$ cat config.mk
export PLATFORM = sky130hd
export DESIGN_NAME = svw_supervisor
export DESIGN_NICKNAME = d
export VERILOG_FILES = /design/src/rtl/svw_pkg.sv /design/src/rtl/svw_supervisor.sv
export SDC_FILE = /design/constraint.sdc
export NUM_CORES = 1
export LEC_CHECK = 0
export BUFFER_PORTS_ARGS = -buffer_cell sky130_fd_sc_hd__clkbuf_2
export CAP_MARGIN = 20
export CORE_MARGIN = 3
export CORE_UTILIZATION = 35
export DETAILED_ROUTE_END_ITERATION = 10
export SETUP_SLACK_MARGIN = 0.1
export SKIP_CTS_REPAIR_TIMING = 1
export SLEW_MARGIN = 5
export SYNTH_ARGS = -nofsm -noshare
export SYNTH_HDL_FRONTEND = slang
export SYNTH_SLANG_ARGS = --single-unit
$ cat constraint.sdc
create_clock -name core_clk -period 2.9 [get_ports core_clk]
set_input_delay 0.29 -clock core_clk [delete_from_list [all_inputs] [get_ports core_clk]]
set_output_delay 0.29 -clock core_clk [all_outputs]
set_load 0.005 [all_outputs]
$ cat src/rtl/svw_pkg.sv
/*
 * package for the supply supervisor / watchdog reset block: timing constants,
 * register map, field positions, reset values and carrier types.
 * assumes a 50 MHz core clock.
 */
package svw_pkg;

  // ****************************************************************
  // timing
  // ****************************************************************
  localparam int unsigned CLK_HZ          = 50_000_000;
  localparam int unsigned HOLD_MS         = 250;   // power-up and brownout hold
  localparam int unsigned HOLD_ALT_MS     = 200;   // alternative brownout hold figure
  localparam int unsigned WD_LONG_MS      = 1400;  // select 00
  localparam int unsigned WD_MID_MS       = 600;   // select 01
  localparam int unsigned WD_SHORT_MS     = 200;   // select 10
  localparam int unsigned HOLD_CYC        = HOLD_MS * (CLK_HZ / 1000);
  localparam int unsigned HOLD_ALT_CYC    = HOLD_ALT_MS * (CLK_HZ / 1000);
  localparam int unsigned WD_LONG_CYC     = WD_LONG_MS * (CLK_HZ / 1000);
  localparam int unsigned WD_MID_CYC      = WD_MID_MS * (CLK_HZ / 1000);
  localparam int unsigned WD_SHORT_CYC    = WD_SHORT_MS * (CLK_HZ / 1000);

  // ****************************************************************
  // register map (byte addresses, word index = addr[4:2])
  // ****************************************************************
  localparam logic [2:0] REG_CTRL   = 3'h0;  // protect enable + period select
  localparam logic [2:0] REG_STATUS = 3'h1;  // sticky events, read only
  localparam logic [2:0] REG_CLEAR  = 3'h2;  // write one to clear status
  localparam logic [2:0] REG_IRQEN  = 3'h3;  // interrupt enable
  localparam logic [2:0] REG_STATE  = 3'h4;  // live state, read only
  localparam logic [2:0] REG_NVCMD  = 3'h5;  // start nonvolatile write cycle

  // ctrl fields
  localparam int CTRL_SEL_LO  = 0;
  localparam int CTRL_SEL_HI  = 1;
  localparam int CTRL_PROTECT = 2;
  localparam logic [2:0] CTRL_RESET = 3'h3;  // watchdog disabled, protect off

  // status / enable bits
  localparam int EV_WATCHDOG = 0;
  localparam int EV_BROWNOUT = 1;
  localparam int EV_REFUSED  = 2;
  localparam int EV_ABORT    = 3;
  localparam int EV_W        = 4;

  localparam logic [1:0] SEL_DISABLED = 2'h3;

  typedef enum logic [1:0] {
    SVW_RUN  = 2'b00,
    SVW_LOW  = 2'b01,
    SVW_HOLD = 2'b10
  } svw_state_e;

  // pin sample carrier
  typedef struct packed {
    logic supplyOk;
    logic sclIn;
    logic sdaIn;
    logic wpIn;
  } svw_pins_s;

endpackage : svw_pkg

$ cat src/rtl/svw_supervisor.sv
/*
 * supply supervisor and watchdog reset generator with an avalon-mm slave.
 * assumes pins are asynchronous to core_clk, the bus master obeys
 * waitrequest, and the pad resolves the open-drain reset and data wires.
 */
// Register access over Avalon-MM and the placing of the registers were decided locally.
`timescale 1ns/100ps
module svw_supervisor #(
  parameter bit          ACTIVE_HIGH  = 1'b0,
  parameter int unsigned HOLD_CYC     = svw_pkg::HOLD_CYC,
  parameter int unsigned WD_LONG_CYC  = svw_pkg::WD_LONG_CYC,
  parameter int unsigned WD_MID_CYC   = svw_pkg::WD_MID_CYC,
  parameter int unsigned WD_SHORT_CYC = svw_pkg::WD_SHORT_CYC,
  parameter int unsigned NV_CYC       = 250_000
) (
  input  wire logic        core_clk,
  input  wire logic        rst,
  // supply comparator and pins
  input  wire logic        supplyAboveTrip,
  input  wire logic        sclIn,
  input  wire logic        sdaIn,
  input  wire logic        wpIn,
  output logic             resetOut,
  output logic             resetOe,
  output logic             busAbort,
  output logic             busBlocked,
  // avalon-mm slave
  input  wire logic [4:0]  avs_address,
  input  wire logic        avs_read,
  input  wire logic        avs_write,
  input  wire logic [31:0] avs_writedata,
  output logic [31:0]      avs_readdata,
  output logic             avs_waitrequest,
  output logic             irq
);

  // ****************************************************************
  // pin synchronisers
  // ****************************************************************
  svw_pkg::svw_pins_s pinMeta_ff, pinSync_ff, pinStab_ff, pinClean_ff;
  svw_pkg::svw_pins_s pinRaw;
  assign pinRaw = '{supplyOk: supplyAboveTrip, sclIn: sclIn, sdaIn: sdaIn, wpIn: wpIn};

  // three stages; accepted when second and third agree
  always_ff @(posedge core_clk) begin
    pinMeta_ff <= pinRaw;
    pinSync_ff <= pinMeta_ff;
    pinStab_ff <= pinSync_ff;
  end

  // data path is never gated by bus state or supervisor reset; rst clears the filtered copy
  svw_pkg::svw_pins_s nxt_pinClean;
  generate
    for (genvar i = 0; i < 4; i++) begin : g_filt
      assign nxt_pinClean[i] = (pinSync_ff[i] == pinStab_ff[i]) ? pinStab_ff[i] : pinClean_ff[i];
    end
  endgenerate

  always_ff @(posedge core_clk) begin
    if (rst) pinClean_ff <= '0;
    else     pinClean_ff <= nxt_pinClean;
  end

  // start condition: data falls while clock stays high
  logic startSeen;
  assign startSeen = pinClean_ff.sdaIn & ~nxt_pinClean.sdaIn & pinClean_ff.sclIn & nxt_pinClean.sclIn;

  // ****************************************************************
  // control register
  // ****************************************************************
  logic [2:0] ctrl_ff;
  logic       hwProtect;
  // protection only when pin and enable bit are both high
  assign hwProtect = pinClean_ff.wpIn & ctrl_ff[svw_pkg::CTRL_PROTECT];

  // watchdog period decode
  function automatic logic [31:0] wdLimit(input logic [1:0] sel);
    unique case (sel)
      2'b00:   wdLimit = 32'(WD_LONG_CYC);
      2'b01:   wdLimit = 32'(WD_MID_CYC);
      2'b10:   wdLimit = 32'(WD_SHORT_CYC);
      2'b11:   wdLimit = 32'h0000_0000;
    endcase
  endfunction : wdLimit

  logic [1:0]  wdSel;
  logic        wdEnabled;
  logic [31:0] wdLimitCyc;
  assign wdSel      = {ctrl_ff[svw_pkg::CTRL_SEL_HI], ctrl_ff[svw_pkg::CTRL_SEL_LO]};
  assign wdEnabled  = (wdSel != svw_pkg::SEL_DISABLED);
  assign wdLimitCyc = wdLimit(wdSel);

  // ****************************************************************
  // bus decode
  // ****************************************************************
  logic [2:0] regIdx;
  logic       wrAcc, rdAcc, ctrlWr, clrWr, enWr, nvWr, ctrlRefused;
  logic       respond_ff;
  logic       resetActive;
  assign regIdx      = avs_address[4:2];
  assign wrAcc       = avs_write & ~respond_ff;
  assign rdAcc       = avs_read & ~respond_ff;
  assign ctrlWr      = wrAcc & (regIdx == svw_pkg::REG_CTRL) & ~hwProtect & ~resetActive;
  assign ctrlRefused = wrAcc & (regIdx == svw_pkg::REG_CTRL) & (hwProtect | resetActive);
  assign clrWr       = wrAcc & (regIdx == svw_pkg::REG_CLEAR);
  assign enWr        = wrAcc & (regIdx == svw_pkg::REG_IRQEN);
  assign nvWr        = wrAcc & (regIdx == svw_pkg::REG_NVCMD);

  // one wait state then acknowledge
  always_ff @(posedge core_clk) begin
    if (rst) respond_ff <= 1'b0;
    else     respond_ff <= (avs_read | avs_write) & ~respond_ff;
  end

  // retained bits: rst loads CTRL_RESET, otherwise only bus writes change them; supervisor reset leaves them
  always_ff @(posedge core_clk) begin
    if (rst)         ctrl_ff <= svw_pkg::CTRL_RESET;
    else if (ctrlWr) ctrl_ff <= avs_writedata[2:0];
  end

  // ****************************************************************
  // reset sequencer and watchdog
  // ****************************************************************
  svw_pkg::svw_state_e state_ff, nxt_state;
  logic [31:0] holdCnt_ff, wdCnt_ff;
  logic        holdDone, wdExpire;
  assign resetActive = (state_ff != svw_pkg::SVW_RUN);
  assign holdDone    = (holdCnt_ff >= 32'(HOLD_CYC) - 32'h0000_0001);
  assign wdExpire    = wdEnabled & (wdCnt_ff >= wdLimitCyc - 32'h0000_0001) & ~startSeen;

  // next state: low supply wins, then hold, then watchdog
  always_comb begin
    nxt_state = state_ff;
    unique case (state_ff)
      svw_pkg::SVW_RUN:  if (!pinClean_ff.supplyOk) nxt_state = svw_pkg::SVW_LOW;
                         else if (wdExpire)         nxt_state = svw_pkg::SVW_HOLD;
      svw_pkg::SVW_LOW:  if (pinClean_ff.supplyOk)  nxt_state = svw_pkg::SVW_HOLD;
      svw_pkg::SVW_HOLD: if (!pinClean_ff.supplyOk) nxt_state = svw_pkg::SVW_LOW;
                         else if (holdDone)         nxt_state = svw_pkg::SVW_RUN;
      default:           nxt_state = svw_pkg::SVW_LOW;
    endcase
  end

  // power-up starts in low-supply state
  always_ff @(posedge core_clk) begin
    if (rst) state_ff <= svw_pkg::SVW_LOW;
    else     state_ff <= nxt_state;
  end

  // hold counter runs only in hold state from internal timebase
  always_ff @(posedge core_clk) begin
    if (rst || state_ff != svw_pkg::SVW_HOLD) holdCnt_ff <= '0;
    else                                        holdCnt_ff <= holdCnt_ff + 32'h0000_0001;
  end

  // watchdog cleared in reset, when disabled, or on a start
  always_ff @(posedge core_clk) begin
    if (rst || resetActive || !wdEnabled || startSeen) wdCnt_ff <= '0;
    else                                                 wdCnt_ff <= wdCnt_ff + 32'h0000_0001;
  end

  // ****************************************************************
  // nonvolatile write cycle
  // ****************************************************************
  logic [31:0] nvCnt_ff;
  logic        nvBusy, nvStart;
  assign nvBusy  = (nvCnt_ff != 32'h0000_0000);
  assign nvStart = nvWr & ~nvBusy & ~resetActive;

  // a running cycle counts down regardless of supervisor reset; rst clears it
  always_ff @(posedge core_clk) begin
    if (rst)          nvCnt_ff <= '0;
    else if (nvStart) nvCnt_ff <= 32'(NV_CYC);
    else if (nvBusy)  nvCnt_ff <= nvCnt_ff - 32'h0000_0001;
  end

  // ****************************************************************
  // events and interrupt
  // ****************************************************************
  logic [svw_pkg::EV_W-1:0] status_ff, irqEn_ff, evSet;
  logic                     enterReset;
  assign enterReset = ~resetActive & (nxt_state != svw_pkg::SVW_RUN);
  assign evSet[svw_pkg::EV_WATCHDOG] = (state_ff == svw_pkg::SVW_RUN) & (nxt_state == svw_pkg::SVW_HOLD);
  assign evSet[svw_pkg::EV_BROWNOUT] = (state_ff != svw_pkg::SVW_LOW) & (nxt_state == svw_pkg::SVW_LOW);
  assign evSet[svw_pkg::EV_REFUSED]  = ctrlRefused | (nvWr & resetActive);
  assign evSet[svw_pkg::EV_ABORT]    = enterReset;

  // set wins over clear
  always_ff @(posedge core_clk) begin
    if (rst) status_ff <= '0;
    else     status_ff <= (status_ff & ~(clrWr ? avs_writedata[svw_pkg::EV_W-1:0] : '0)) | evSet;
  end

  always_ff @(posedge core_clk) begin
    if (rst)       irqEn_ff <= '0;
    else if (enWr) irqEn_ff <= avs_writedata[svw_pkg::EV_W-1:0];
  end

  // ****************************************************************
  // registered outputs
  // ****************************************************************
  logic [31:0] rdMux;
  assign rdMux = (regIdx == svw_pkg::REG_CTRL)   ? {29'h0, ctrl_ff} :
                 (regIdx == svw_pkg::REG_STATUS) ? {28'h0, status_ff} :
                 (regIdx == svw_pkg::REG_IRQEN)  ? {28'h0, irqEn_ff} :
                 (regIdx == svw_pkg::REG_STATE)  ? {27'h0, nvBusy, hwProtect, pinClean_ff.supplyOk, state_ff} :
                 32'h0000_0000;

  always_ff @(posedge core_clk) begin
    if (rst) begin
      avs_readdata    <= '0;
      avs_waitrequest <= 1'b1;
      irq             <= 1'b0;
    end else begin
      avs_readdata    <= rdAcc ? rdMux : avs_readdata;
      avs_waitrequest <= ~((avs_read | avs_write) & ~respond_ff);
      irq             <= |((status_ff | evSet) & irqEn_ff);
    end
  end

  // open-drain pad: low variant pulls low when active, high variant drives when idle
  always_ff @(posedge core_clk) begin
    if (rst) begin
      resetOut   <= 1'b0;
      resetOe    <= ~ACTIVE_HIGH;
      busAbort   <= 1'b0;
      busBlocked <= 1'b1;
    end else begin
      resetOut   <= 1'b0;
      resetOe    <= ACTIVE_HIGH ? (nxt_state == svw_pkg::SVW_RUN) : (nxt_state != svw_pkg::SVW_RUN);
      busAbort   <= enterReset;
      busBlocked <= (nxt_state != svw_pkg::SVW_RUN);
    end
  end

  // ****************************************************************
  // checks
  // ****************************************************************
  chk_low_supply_reset: assert property (@(posedge core_clk) disable iff (rst)
    !pinClean_ff.supplyOk |=> state_ff == svw_pkg::SVW_LOW) else $error("low supply not in reset");
  chk_hold_length: assert property (@(posedge core_clk) disable iff (rst)
    (state_ff == svw_pkg::SVW_HOLD && holdCnt_ff < 32'(HOLD_CYC) - 1) |=> state_ff != svw_pkg::SVW_RUN)
    else $error("hold ended early");
  chk_watchdog_fire: assert property (@(posedge core_clk) disable iff (rst)
    (state_ff == svw_pkg::SVW_RUN && pinClean_ff.supplyOk && wdExpire) |=> state_ff == svw_pkg::SVW_HOLD)
    else $error("watchdog expiry missed");
  chk_start_restart: assert property (@(posedge core_clk) disable iff (rst)
    startSeen |=> wdCnt_ff == 0) else $error("start did not restart watchdog");
  chk_protect_lock: assert property (@(posedge core_clk) disable iff (rst)
    hwProtect |=> ctrl_ff == $past(ctrl_ff)) else $error("ctrl changed under protection");
  chk_no_nv_start: assert property (@(posedge core_clk) disable iff (rst)
    (resetActive && !nvBusy) |=> !nvBusy) else $error("nv write started in reset");
  chk_nv_completes: assert property (@(posedge core_clk) disable iff (rst)
    (nvBusy && nvCnt_ff > 1) |=> nvCnt_ff == $past(nvCnt_ff) - 1) else $error("nv write cut short");
  chk_abort_pulse: assert property (@(posedge core_clk) disable iff (rst)
    (state_ff == svw_pkg::SVW_RUN && nxt_state != svw_pkg::SVW_RUN) |=> busAbort && busBlocked)
    else $error("abort missing on reset entry");
  chk_wd_cleared: assert property (@(posedge core_clk) disable iff (rst)
    resetActive |=> wdCnt_ff == 0) else $error("watchdog counted during reset");

  cov_watchdog_reset: cover property (@(posedge core_clk) disable iff (rst) evSet[svw_pkg::EV_WATCHDOG]);
  cov_brownout: cover property (@(posedge core_clk) disable iff (rst) evSet[svw_pkg::EV_BROWNOUT]);
  cov_refused: cover property (@(posedge core_clk) disable iff (rst) ctrlRefused);
  cov_release: cover property (@(posedge core_clk) disable iff (rst)
    state_ff == svw_pkg::SVW_HOLD ##1 state_ff == svw_pkg::SVW_RUN);
  cov_nv_in_reset: cover property (@(posedge core_clk) disable iff (rst) nvBusy && resetActive);

  // ****************************************************************
  // pad, bus and event checks
  // ****************************************************************
  // pad level matches the sequencer state in the same cycle
  chk_pad_level: assert property (@(posedge core_clk) disable iff (rst)
    resetOe == (ACTIVE_HIGH ? !resetActive : resetActive)) else $error("reset pad level wrong");
  chk_pad_data: assert property (@(posedge core_clk) disable iff (rst)
    resetOut == 1'b0) else $error("open-drain data not low");

  // supply recovery enters the hold interval with a fresh count
  chk_hold_start: assert property (@(posedge core_clk) disable iff (rst)
    ($rose(pinClean_ff.supplyOk) && state_ff == svw_pkg::SVW_LOW) |=>
    (state_ff == svw_pkg::SVW_HOLD && holdCnt_ff == 0)) else $error("hold did not start fresh");

  // disabled watchdog never counts
  chk_wd_quiet: assert property (@(posedge core_clk) disable iff (rst)
    !wdEnabled |=> wdCnt_ff == 0) else $error("disabled watchdog counted");
  chk_sel_short: assert property (@(posedge core_clk) disable iff (rst)
    wdSel == 2'b10 |-> wdLimitCyc == 32'(WD_SHORT_CYC)) else $error("short period decode wrong");
  chk_sel_enabled: assert property (@(posedge core_clk) disable iff (rst)
    wdEnabled |-> wdLimitCyc != 0) else $error("enabled watchdog has no limit");

  // control register comes back with the watchdog disabled
  chk_ctrl_default: assert property (@(posedge core_clk)
    rst |=> ctrl_ff == svw_pkg::CTRL_RESET) else $error("ctrl default wrong");

  // refused control writes leave the register and raise the flag
  chk_refuse_flag: assert property (@(posedge core_clk) disable iff (rst)
    ctrlRefused |=> status_ff[svw_pkg::EV_REFUSED]) else $error("refusal not flagged");
  chk_refuse_keep: assert property (@(posedge core_clk) disable iff (rst)
    ctrlRefused |=> ctrl_ff == $past(ctrl_ff)) else $error("refused write changed ctrl");

  // blocking level and single abort pulse
  chk_block_level: assert property (@(posedge core_clk) disable iff (rst)
    busBlocked == resetActive) else $error("bus block level wrong");
  chk_abort_once: assert property (@(posedge core_clk) disable iff (rst)
    busAbort |=> !busAbort) else $error("abort longer than one cycle");

  // a busy nonvolatile cycle ignores a new command
  chk_nv_busy_keep: assert property (@(posedge core_clk) disable iff (rst)
    (nvBusy && nvWr) |=> nvCnt_ff == $past(nvCnt_ff) - 1) else $error("busy nv cycle restarted");

  // one wait state, then read data held between reads
  chk_wait_one: assert property (@(posedge core_clk) disable iff (rst)
    ((avs_read || avs_write) && !respond_ff) |=> !avs_waitrequest) else $error("acknowledge late");
  chk_rdata_hold: assert property (@(posedge core_clk) disable iff (rst)
    !rdAcc |=> $stable(avs_readdata)) else $error("read data changed without read");

  // sticky status and masked interrupt
  chk_status_sticky: assert property (@(posedge core_clk) disable iff (rst)
    (status_ff[svw_pkg::EV_WATCHDOG] && !clrWr) |=> status_ff[svw_pkg::EV_WATCHDOG])
    else $error("status bit lost");
  chk_irq_masked: assert property (@(posedge core_clk) disable iff (rst)
    irqEn_ff == '0 |=> !irq) else $error("masked interrupt raised");

endmodule : svw_supervisor

# --- After elaboration in Yosys (flattened, before gate mapping) ---
# Index checks and enable logic that the tools add are counted.
op_classes:
  n_reduce_logical: 14
  n_addsub: 4
  n_mux: 16
  eq_ne: 19
  n_lt_le_gt_ge: 2
  bitwise: 37
op_table:
  columns: ["operator", "n"]
  rows:
  - ["case mux 32 bit (4 select lines)", 1]
  - ["adder 32 x 1 -> 32 bit, second input constant", 2]
  - ["subtractor 32 x 1 -> 32 bit, second input constant", 2]
  - ["2-to-1 mux 18 bit", 2]
  - [">= comparator 32 x 24 -> 1 bit, second input constant", 1]
  - [">= comparator 32 bit", 1]
  - ["nonzero test 32 bit", 1]
  - ["bitwise AND 1 bit", 22]
  - ["2-to-1 mux 5 bit", 4]
  - ["2-to-1 mux 2 bit", 5]
  - ["bitwise AND 4 bit", 2]
  - ["equality test 2 bit, second input constant", 4]
  - ["OR 4 bit", 2]
  - ["NOT 1 bit", 7]
  - ["equality test 2 x 1 -> 1 bit, second input constant", 3]
  - ["equality test 3 x 2 -> 1 bit, second input constant", 2]
  - ["equality test 3 bit, second input constant", 2]
  - ["case mux 2 bit (3 select lines)", 1]
  - ["nonzero test 2 bit", 3]
  - ["equality test 1 bit", 4]
  - ["zero test 2 bit", 2]
  - ["logical OR 1 bit", 4]
  - ["2-to-1 mux 4 bit", 1]
  - ["!= test 2 bit, second input constant", 2]
  - ["9 further kinds", 12]
word_totals:
  output_inout_bits: 38
  reg_bits: 162
  inputBits: 45
  wordCells: 122

# --- Depth between registers and ports, before layout ---
# Gate-level depths: netlist of run 1.
depth:
  ltp_word: 16
  depth_mapped: 11
  mapped_depth_nobuf: 11

# --- Worst setup path before layout of run 1 ---
# No wires, ideal clock.
synth_timing:
  path_kind: "register to register"
  startpoint: "register ctrl_ff[1]"
  endpoint: "register irq"
  setup_slack_ps: 83
  required_ps: 2780
  path_stages_with_launch: 12
  t_arrival_ps: 2697
  setup_time_ps: 120
  path_cell_list: "dfxtp_1 inv_1 ha_1 xnor2_1 ha_1 o21ai_0 nor2_1 a211o_1 a2111o_1 o21ai_0 a41oi_1 o31a_1"
synth_via:
  elab_chain_cells: 14
  elab_cells_between_ends: 22
  cone_classes: "add/sub: 1; order compare: 1; eq/ne: 6; mux: 4; bitwise: 7; reduce/logical: 3"
synth_lines:
  columns: ["item", "line_no", "rtl"]
  rows:
  - ["from (decl)", "svw_supervisor.sv:71", "logic [2:0] ctrl_ff;"]
  - ["from (signal assigned)", "svw_supervisor.sv:117", "if (rst) ctrl_ff <= svw_pkg::CTRL_RESET;"]
  - ["from (signal assigned)", "svw_supervisor.sv:118", "else if (ctrlWr) ctrl_ff <= avs_writedata[2:0];"]
  - ["equality test 2 bit, or another cell as far along", "svw_supervisor.sv:78", "unique case (sel)"]
  - ["case mux 32 bit (4 select lines)", "svw_supervisor.sv:78", null]
  - ["subtractor 32 x 1 -> 32 bit", "svw_supervisor.sv:129", "assign wdExpire = wdEnabled & (wdCnt_ff >= wdLimitCyc - 32'h0000_0001) & ~startSeen;"]
  - [">= comparator 32 bit", "svw_supervisor.sv:129", null]
  - ["bitwise AND 1 bit * (2 in series)", "svw_supervisor.sv:129", null]
  - ["2-to-1 mux 2 bit *", "svw_supervisor.sv:136", "else if (wdExpire) nxt_state = svw_pkg::SVW_HOLD;"]
  - ["2-to-1 mux 2 bit *", "svw_supervisor.sv:135", "svw_pkg::SVW_RUN: if (!pinClean_ff.supplyOk) nxt_state = svw_pkg::SVW_LOW;"]
  - ["case mux 2 bit (3 select lines) *", "svw_supervisor.sv:134", "unique case (state_ff)"]
  - ["equality test 2 bit, or another cell as far along", "svw_supervisor.sv:183", "assign evSet[svw_pkg::EV_WATCHDOG] = (state_ff == svw_pkg::SVW_RUN) & (nxt_state == svw_pkg::SVW_HOLD);"]
  - ["bitwise AND 1 bit (on tied branches)", "svw_supervisor.sv:183, svw_supervisor.sv:182, svw_supervisor.sv:184", null]
  - ["OR 4 bit *", "svw_supervisor.sv:217", "irq <= |((status_ff | evSet) & irqEn_ff);"]
  - ["bitwise AND 4 bit *", "svw_supervisor.sv:217", null]
  - ["OR reduction 4 bit *", "svw_supervisor.sv:217", null]
  - ["to (signal assigned)", "svw_supervisor.sv:217", null]
  - ["to (decl)", "svw_supervisor.sv:34", "output logic irq"]
# Every way passes the cells marked *; elsewhere a longest branch is shown, timed or not. The select of a mux whose other input is x is not followed.
# A chain may end at the register's enable or synchronous reset.

# --- Worst setup path after layout of run 1 ---
layout_timing:
  startpoint: "register ctrl_ff[0]"
  endpoint: "register irq"
# Same word-level chain as after synthesis.

==> results of run 1 <==
-- power groups by stage --
| stage | Combinational (mW) | Clock (mW) | Sequential (mW) |
|---|---|---|---|
| after global placement | 1.49 | 0 | 2.30 |
| after floorplan | 1.19 | 0 | 2.26 |
| after CTS | 1.51 | 2.09 | 2.27 |
| after global routing | 1.72 | 2.18 | 2.30 |
| after detailed placement | 1.50 | 0 | 2.31 |
| final | 1.52 | 2.05 | 2.27 |
-- flip-flops by register name (all words and copies together), names as in the netlist --
signal	count
holdCnt_ff	32
nvCnt_ff	32
wdCnt_ff	32
avs_readdata	5
irqEn_ff	4
pinClean_ff	4
pinMeta_ff	4
pinStab_ff	4
pinSync_ff	4
status_ff	4
ctrl_ff	3
state_ff	2
avs_waitrequest	1
busAbort	1
busBlocked	1
irq	1
respond_ff	1
-- routing by layer --
metal  vias to the layer above  wire length, um  GRT usage  share of wire
li1                       2607                -          -              -
met1                      2271             6170     0.1722           0.48
met2                        52             6040     0.2222           0.47
met3                        15              374    0.03438          0.029
met4                         0              196    0.04394          0.015
met5                         -                0          0              0
-- worst max-delay path, cell delays in order (launching register included) --
cell       delay (ns)
dfxtp_1          0.31
buf_4            0.16
ha_2             0.20
xnor2_2          0.13
ha_1             0.29
o21ai_1          0.18
nor2_1           0.07
a211o_1          0.28
a2111o_1         0.42
o2111ai_2        0.20
a21boi_0         0.11
o31a_1           0.28
-- through the flow --
stage | util | hold slack, ns | setup WS, ns | cells
global route | 0.4232 | 0.1480 | 0.04259 | 1029
detailed placement | 0.3849 | 0.3146 | -0.01643 | 995
global placement | 0.3849 | 0.3121 | 0.01035 | 995
CTS | 0.4170 | -0.04473 | -0.02874 | 1024
floorplan | - | 0.3096 | 0.1360 | 771
finish | 0.4232 | 0.1321 | 0.1616 | 1029
-- cells in the final DEF (no fill, tap or decap), drive strengths merged, types with 15 or more instances in the layout --
cell	Yosys	final
a21oi	35	35
buf	35	24
clkbuf	13	46
conb	1	28
dfxtp	135	135
ha	33	33
inv	15	15
nand2	57	57
nand3	38	38
nand4	16	16
nor2	134	134
nor3	24	24
o21ai	20	20
xnor2	40	40
xor2	46	46
-- cell type report --
class                           count  area [sq um]
Inverter                           15         56.30
Fill cell                        1796         10180
Multi-Input combinational cell    573          3526
Sequential cell                   135          2703
Clock inverter                      7         71.32
Clock buffer                       22         494.2
Tap cell                          225         281.5
Timing Repair Buffer               52         340.3
-- worst max-delay path by stage --
stage | from | to | cells past startpoint
after floorplan | nvCnt_ff[26] | nvCnt_ff[23] | 9
after global placement | ctrl_ff[0] | irq | 11
after detailed placement | ctrl_ff[0] | irq | 11
after CTS | ctrl_ff[0] | irq | 11
after global routing | ctrl_ff[0] | irq | 11
final | ctrl_ff[0] | irq | 11
-- cell families after synthesis --
logic type | after synthesis | synth area share
buffers and inverters | 63 | 0.06000
other | 1 | 0.0005820
AOI/OAI and AO/OA | 81 | 0.07515
and+or+nand+nor | 335 | 0.2484
xor gates and xnor gates | 86 | 0.1169
adders and majority gates | 33 | 0.06408
DFF | 135 | 0.4194
muxes | 10 | 0.01553
==> results.json, run 1 <==
{
  "finClkSkew_ns": 0.006390,
  "reg2reg_slack_ns": 0.16,
  "intPower_mw": 4.076,
  "synthTopCellsByCount": "dfxtp_1, nor2_1, nand2_1, xor2_1, xnor2_1",
  "cp.arrival_ns": 3.05,
  "drv_slew": 0,
  "pin_count": 83,
  "worstHoldPathType": "in -> reg",
  "yosysUniqueCellTypes": 53,
  "antenna_cells": 0,
  "drt_wl_total_um": 12780,
  "fin_crit_ns": 2.738,
  "die_area_sq_um": 20070,
  "avgSynthCellArea_sq_um": 8.661,
  "clk_pin_slew_worst_paths_ns": 0.06,
  "rows": 48,
  "grt_antenna_before_repair": 0,
  "synth_edf_count": 0,
  "die_width_um": 141.7,
  "worst-setup-path-type": "reg -> reg",
  "drt_iter0_markers": 275,
  "synth_most_common_cell": "dfxtp_1",
  "end_kind": "flip-flop",
  "stdcell_area_sq_um": 7472,
  "timing.fmax_mhz": 365.2,
  "detail_route.wl_per_cell_um": 12.42,
  "drcViolationCount": 0,
  "first_global_vias": 4751,
  "worst-slew-pin-transition_ns": 0.8684,
  "p_sw_mw": 1.759,
  "syn_inst": 744,
  "htreeDepth": 4,
  "start_kind": "flip-flop",
  "drtPass1Iterations": 5,
  "num_vias": 4945,
  "p_leak_nw": 2.929,
  "die_y_um": 141.7,
  "ys_async_sr_fraction": 0,
  "worstReg2RegEnd": "irq",
  "cp.required_ns": 3.21,
  "switching_share": 0.3014,
  "rsz0062_at_grt": "true",
  "clock-sinks": 135,
  "core_area_sq_um": 17660,
  "ys_seq_area_frac": 0.4194,
  "status": "complete, no violations",
  "vias_per_cell": 4.806,
  "pwr-share-comb": 0.260,
  "dp_hpwl_um": 9244,
  "numCtsBuffers": 17,
  "grtUsageTotal": 0.1346,
  "cts-root-buf": "clkbuf_16",
  "hold_start": "avs_read",
  "nets": 872,
  "synth_top_area_cell": "dfxtp_1",
  "setup_viol": 0,
  "drive_above_1_share": 0.1169,
  "insertion_delay_ns": 0.42,
  "r2r_cells": 11,
  "hold_viol": 0,
  "place_area_sq_um": 6797,
  "ys_warn_count": 0,
  "cp_max_fo": 5,
  "ant_nets": 0,
  "slew_headroom": 0.4129,
  "gp_congestion": 0.7788,
  "clockPowerShare": 0.351,
  "post-layout-total-power_mw": 5.834,
  "cts_tree": "done",
  "hold_path_depth": 2,
  "grt_pass1_wl_um": 22200,
  "fin_setup_tns_ns": 0,
  "layout_worst_path_cycle_share": 0.9443,
  "cap_viol_max_count": 0,
  "initial_core_util": 0.3649,
  "r2r_start": "ctrl_ff[0]",
  "ys.flop_type": "dfxtp_1",
  "synth_top_area_share": 0.4194,
  "portBuffers": 24,
  "netlist_area_sq_um": 6444,
  "hold_path_end": "avs_waitrequest",
  "power.density_nw_per_um2": 780.8,
  "p_seq_frac": 0.389,
  "grt_max_degree": 33,
  "cts_buffer_depth": 2,
  "ys_ff_latch": 135,
  "synth_area_leaders": "dfxtp_1, nor2_1, ha_1",
  "grt.overflow.total": 0,
  "peakVddDrop_mv": 0.3991,
  "area_delta_synth_final_pct": 15.96
}
Note: power is estimated with default switching activity, not from simulation.
==> run 2, diff against run 1 <==
ABC_AREA = 1   (was unset)
==> results.json, run 2 <==
{
  "status": "complete, no violations",
  "ys_warn_count": 0,
  "ys_seq_area_frac": 0.3735,
  "hold_viol": 0,
  "grt.overflow.total": 0,
  "critical_path_depth": 15,
  "drv_slew": 0,
  "nets": 1121,
  "die_y_um": 149.8,
  "final_common_cell": "nand2_1",
  "numCtsBuffers": 17,
  "first_global_vias": 5776,
  "rsz0062_at_grt": "false",
  "initial_core_util": 0.3634,
  "rows": 51,
  "fin_crit_ns": 2.484,
  "drcViolationCount": 0,
  "slew_headroom": 0.4529,
  "area_delta_synth_final_pct": 14.13,
  "r2r_start": "ctrl_ff[0]",
  "cp.required_ns": 3.25,
  "clock-sinks": 135,
  "crit_path_end": "irq",
  "final_cell_mix": "nand2_1, nor2_1, dfxtp_1",
  "die_area_sq_um": 22430,
  "crit_slowest_cell": "dfxtp_1",
  "drt_wl_total_um": 16030,
  "synth_top_area_cell": "dfxtp_1",
  "cp_max_fo": 9,
  "grtUsageMet2": 0.2396,
  "ys_ff_latch": 135,
  "final_cells": 1321,
  "core_area_sq_um": 19910,
  "cts_tree": "done",
  "setup_viol": 0,
  "crit_top_cell": "nor2_1",
  "synth_most_common_cell": "nand2_1",
  "finClkSkew_ns": 0.007561,
  "drtPass1Iterations": 5,
  "detail_route.wl_per_cell_um": 12.13,
  "worstReg2RegEnd": "irq",
  "cp.arrival_ns": 2.84,
  "start_kind": "flip-flop",
  "post-layout-total-power_mw": 6.499,
  "grt.busiest_layer": "met2",
  "gp_congestion": 0.8226,
  "met3_usage": 0.03876,
  "final_core_util": 0.4148,
  "met1_usage": 0.2060,
  "fin_setup_tns_ns": 0,
  "r2r_cells": 15,
  "cts_buffer_depth": 2,
  "drt_iter0_markers": 305,
  "clk_pin_slew_worst_paths_ns": 0.06,
  "syn_inst": 1003,
  "power.density_nw_per_um2": 787.0,
  "worst-slew-pin-transition_ns": 0.8132,
  "insertion_delay_ns": 0.43,
  "top_regs": "holdCnt_ff (32), nvCnt_ff (32), wdCnt_ff (32)",
  "dp_hpwl_um": 12020,
  "crit_chain": "ha_1, inv_1, ha_1, nand2_1, nor2_1, nand4_1, a21oi_1, nor2_1, nand2_1, nand2_2, nand3_1, nand2_1, a21oi_1, nor2_1, nor2_1",
  "peakVddDrop_mv": 0.4917,
  "antenna_cells": 0,
  "netlist_area_sq_um": 7236,
  "startpoint": "ctrl_ff[0]",
  "ys.flop_type": "dfxtp_1",
  "grt_antenna_before_repair": 1,
  "ant_nets": 0,
  "synth_edf_count": 0,
  "ys_async_sr_fraction": 0,
  "yosysUniqueCellTypes": 47,
  "grt_pass1_wl_um": 27460,
  "avgSynthCellArea_sq_um": 7.214,
  "htreeDepth": 4,
  "worstHoldPathType": "in -> reg",
  "slowest_delay_ns": 0.41,
  "timing.fmax_mhz": 402.6,
  "synth_top_area_share": 0.3735,
  "grtUsageTotal": 0.1514,
  "drive_above_1_share": 0.1070,
  "synth_area_leaders": "dfxtp_1, nand2_1, nor2_1",
  "grt_max_degree": 33,
  "vias_per_cell": 4.689,
  "cts-root-buf": "clkbuf_16",
  "end_kind": "flip-flop",
  "portBuffers": 24,
  "crit_buf_inv": 1,
  "num_vias": 6194,
  "reg2reg_slack_ns": 0.42,
  "synthTopCellsByCount": "nand2_1, nor2_1, dfxtp_1, inv_1, a21oi_1",
  "p_leak_nw": 3.272,
  "pin_count": 83,
  "cap_viol_max_count": 0,
  "place_inst": 1283,
  "worst-setup-path-type": "reg -> reg",
  "path_delay_family": "simple AND/OR/NAND/NOR gates",
  "die_width_um": 149.8,
  "layout_worst_path_cycle_share": 0.8565
}
run 2: cell types whose count changed after synthesis, moves of 19 or more:
cell / change
inv_1: +106
a21oi_1: +34
nor2_1: +22
nor3_1: +19
xnor2_1: -25
nand2_1: +121
xor2_1: -32
run 2: metrics by stage:
| stage | hold WS, ns | setup slack (ns) | area (sq um) |
|---|---|---|---|
| 6_report | 0.09611 | 0.4160 | 8258 |
| 5_1_grt | 0.1013 | 0.1318 | 8258 |
| 4_1_cts | -0.05351 | 0.2885 | 8190 |
| 3_5_place_dp | 0.3121 | 0.3084 | 7556 |
| 3_3_place_gp | 0.3146 | 0.3078 | 7556 |
| 2_1_floorplan | 0.3096 | 0.6480 | 7337 |
run 2: cell type report:
type | count | area [sq um]
Tap cell | 265 | 331.6
Multi-Input combinational cell | 728 | 3904
Fill cell | 2088 | 11650
Clock buffer | 17 | 425.4
Timing Repair Buffer | 35 | 212.7
Sequential cell | 135 | 2703
Inverter | 126 | 473.0
Clock inverter | 15 | 209.0
run 2: logic make-up after synthesis:
| family | Yosys count | synth area share |
|---|---|---|
| AO/OA/AOI/OAI | 128 | 0.09684 |
| adder cells (fa/ha/maj) | 33 | 0.05706 |
| XOR/XNOR | 29 | 0.03510 |
| flip-flops | 135 | 0.3735 |
| buffers and inverters | 167 | 0.1027 |
| other | 1 | 0.0005183 |
| AND/OR/NAND/NOR | 510 | 0.3343 |
run 2: worst min-delay path by stage:
stage | slack (ns) | to | cells after the start | start
4_1_cts | -0.05 | pinMeta_ff[0] | 1 | wpIn
6_report | 0.1 | status_ff[1] | 2 | avs_writedata[1]
3_5_place_dp | 0.31 | pinSync_ff[0] | 0 | pinMeta_ff[0]
5_1_grt | 0.10 | status_ff[1] | 2 | avs_writedata[1]
2_1_floorplan | 0.31 | pinSync_ff[0] | 0 | pinMeta_ff[0]
3_3_place_gp | 0.31 | pinSync_ff[3] | 0 | pinMeta_ff[3]
run 2: report_power, final:
group,switching (mW),internal (mW)
Clock,0.944,1.39
Sequential,0.188,2.07
Combinational,1.21,0.693
run 2: metal layers:
layer	wire length, um	part of all wire	vias to the layer above
met5	11	0.00069	-
met4	153	0.0095	2
met3	558	0.035	17
met2	7156	0.45	73
met1	8147	0.51	2797
li1	-	-	3305
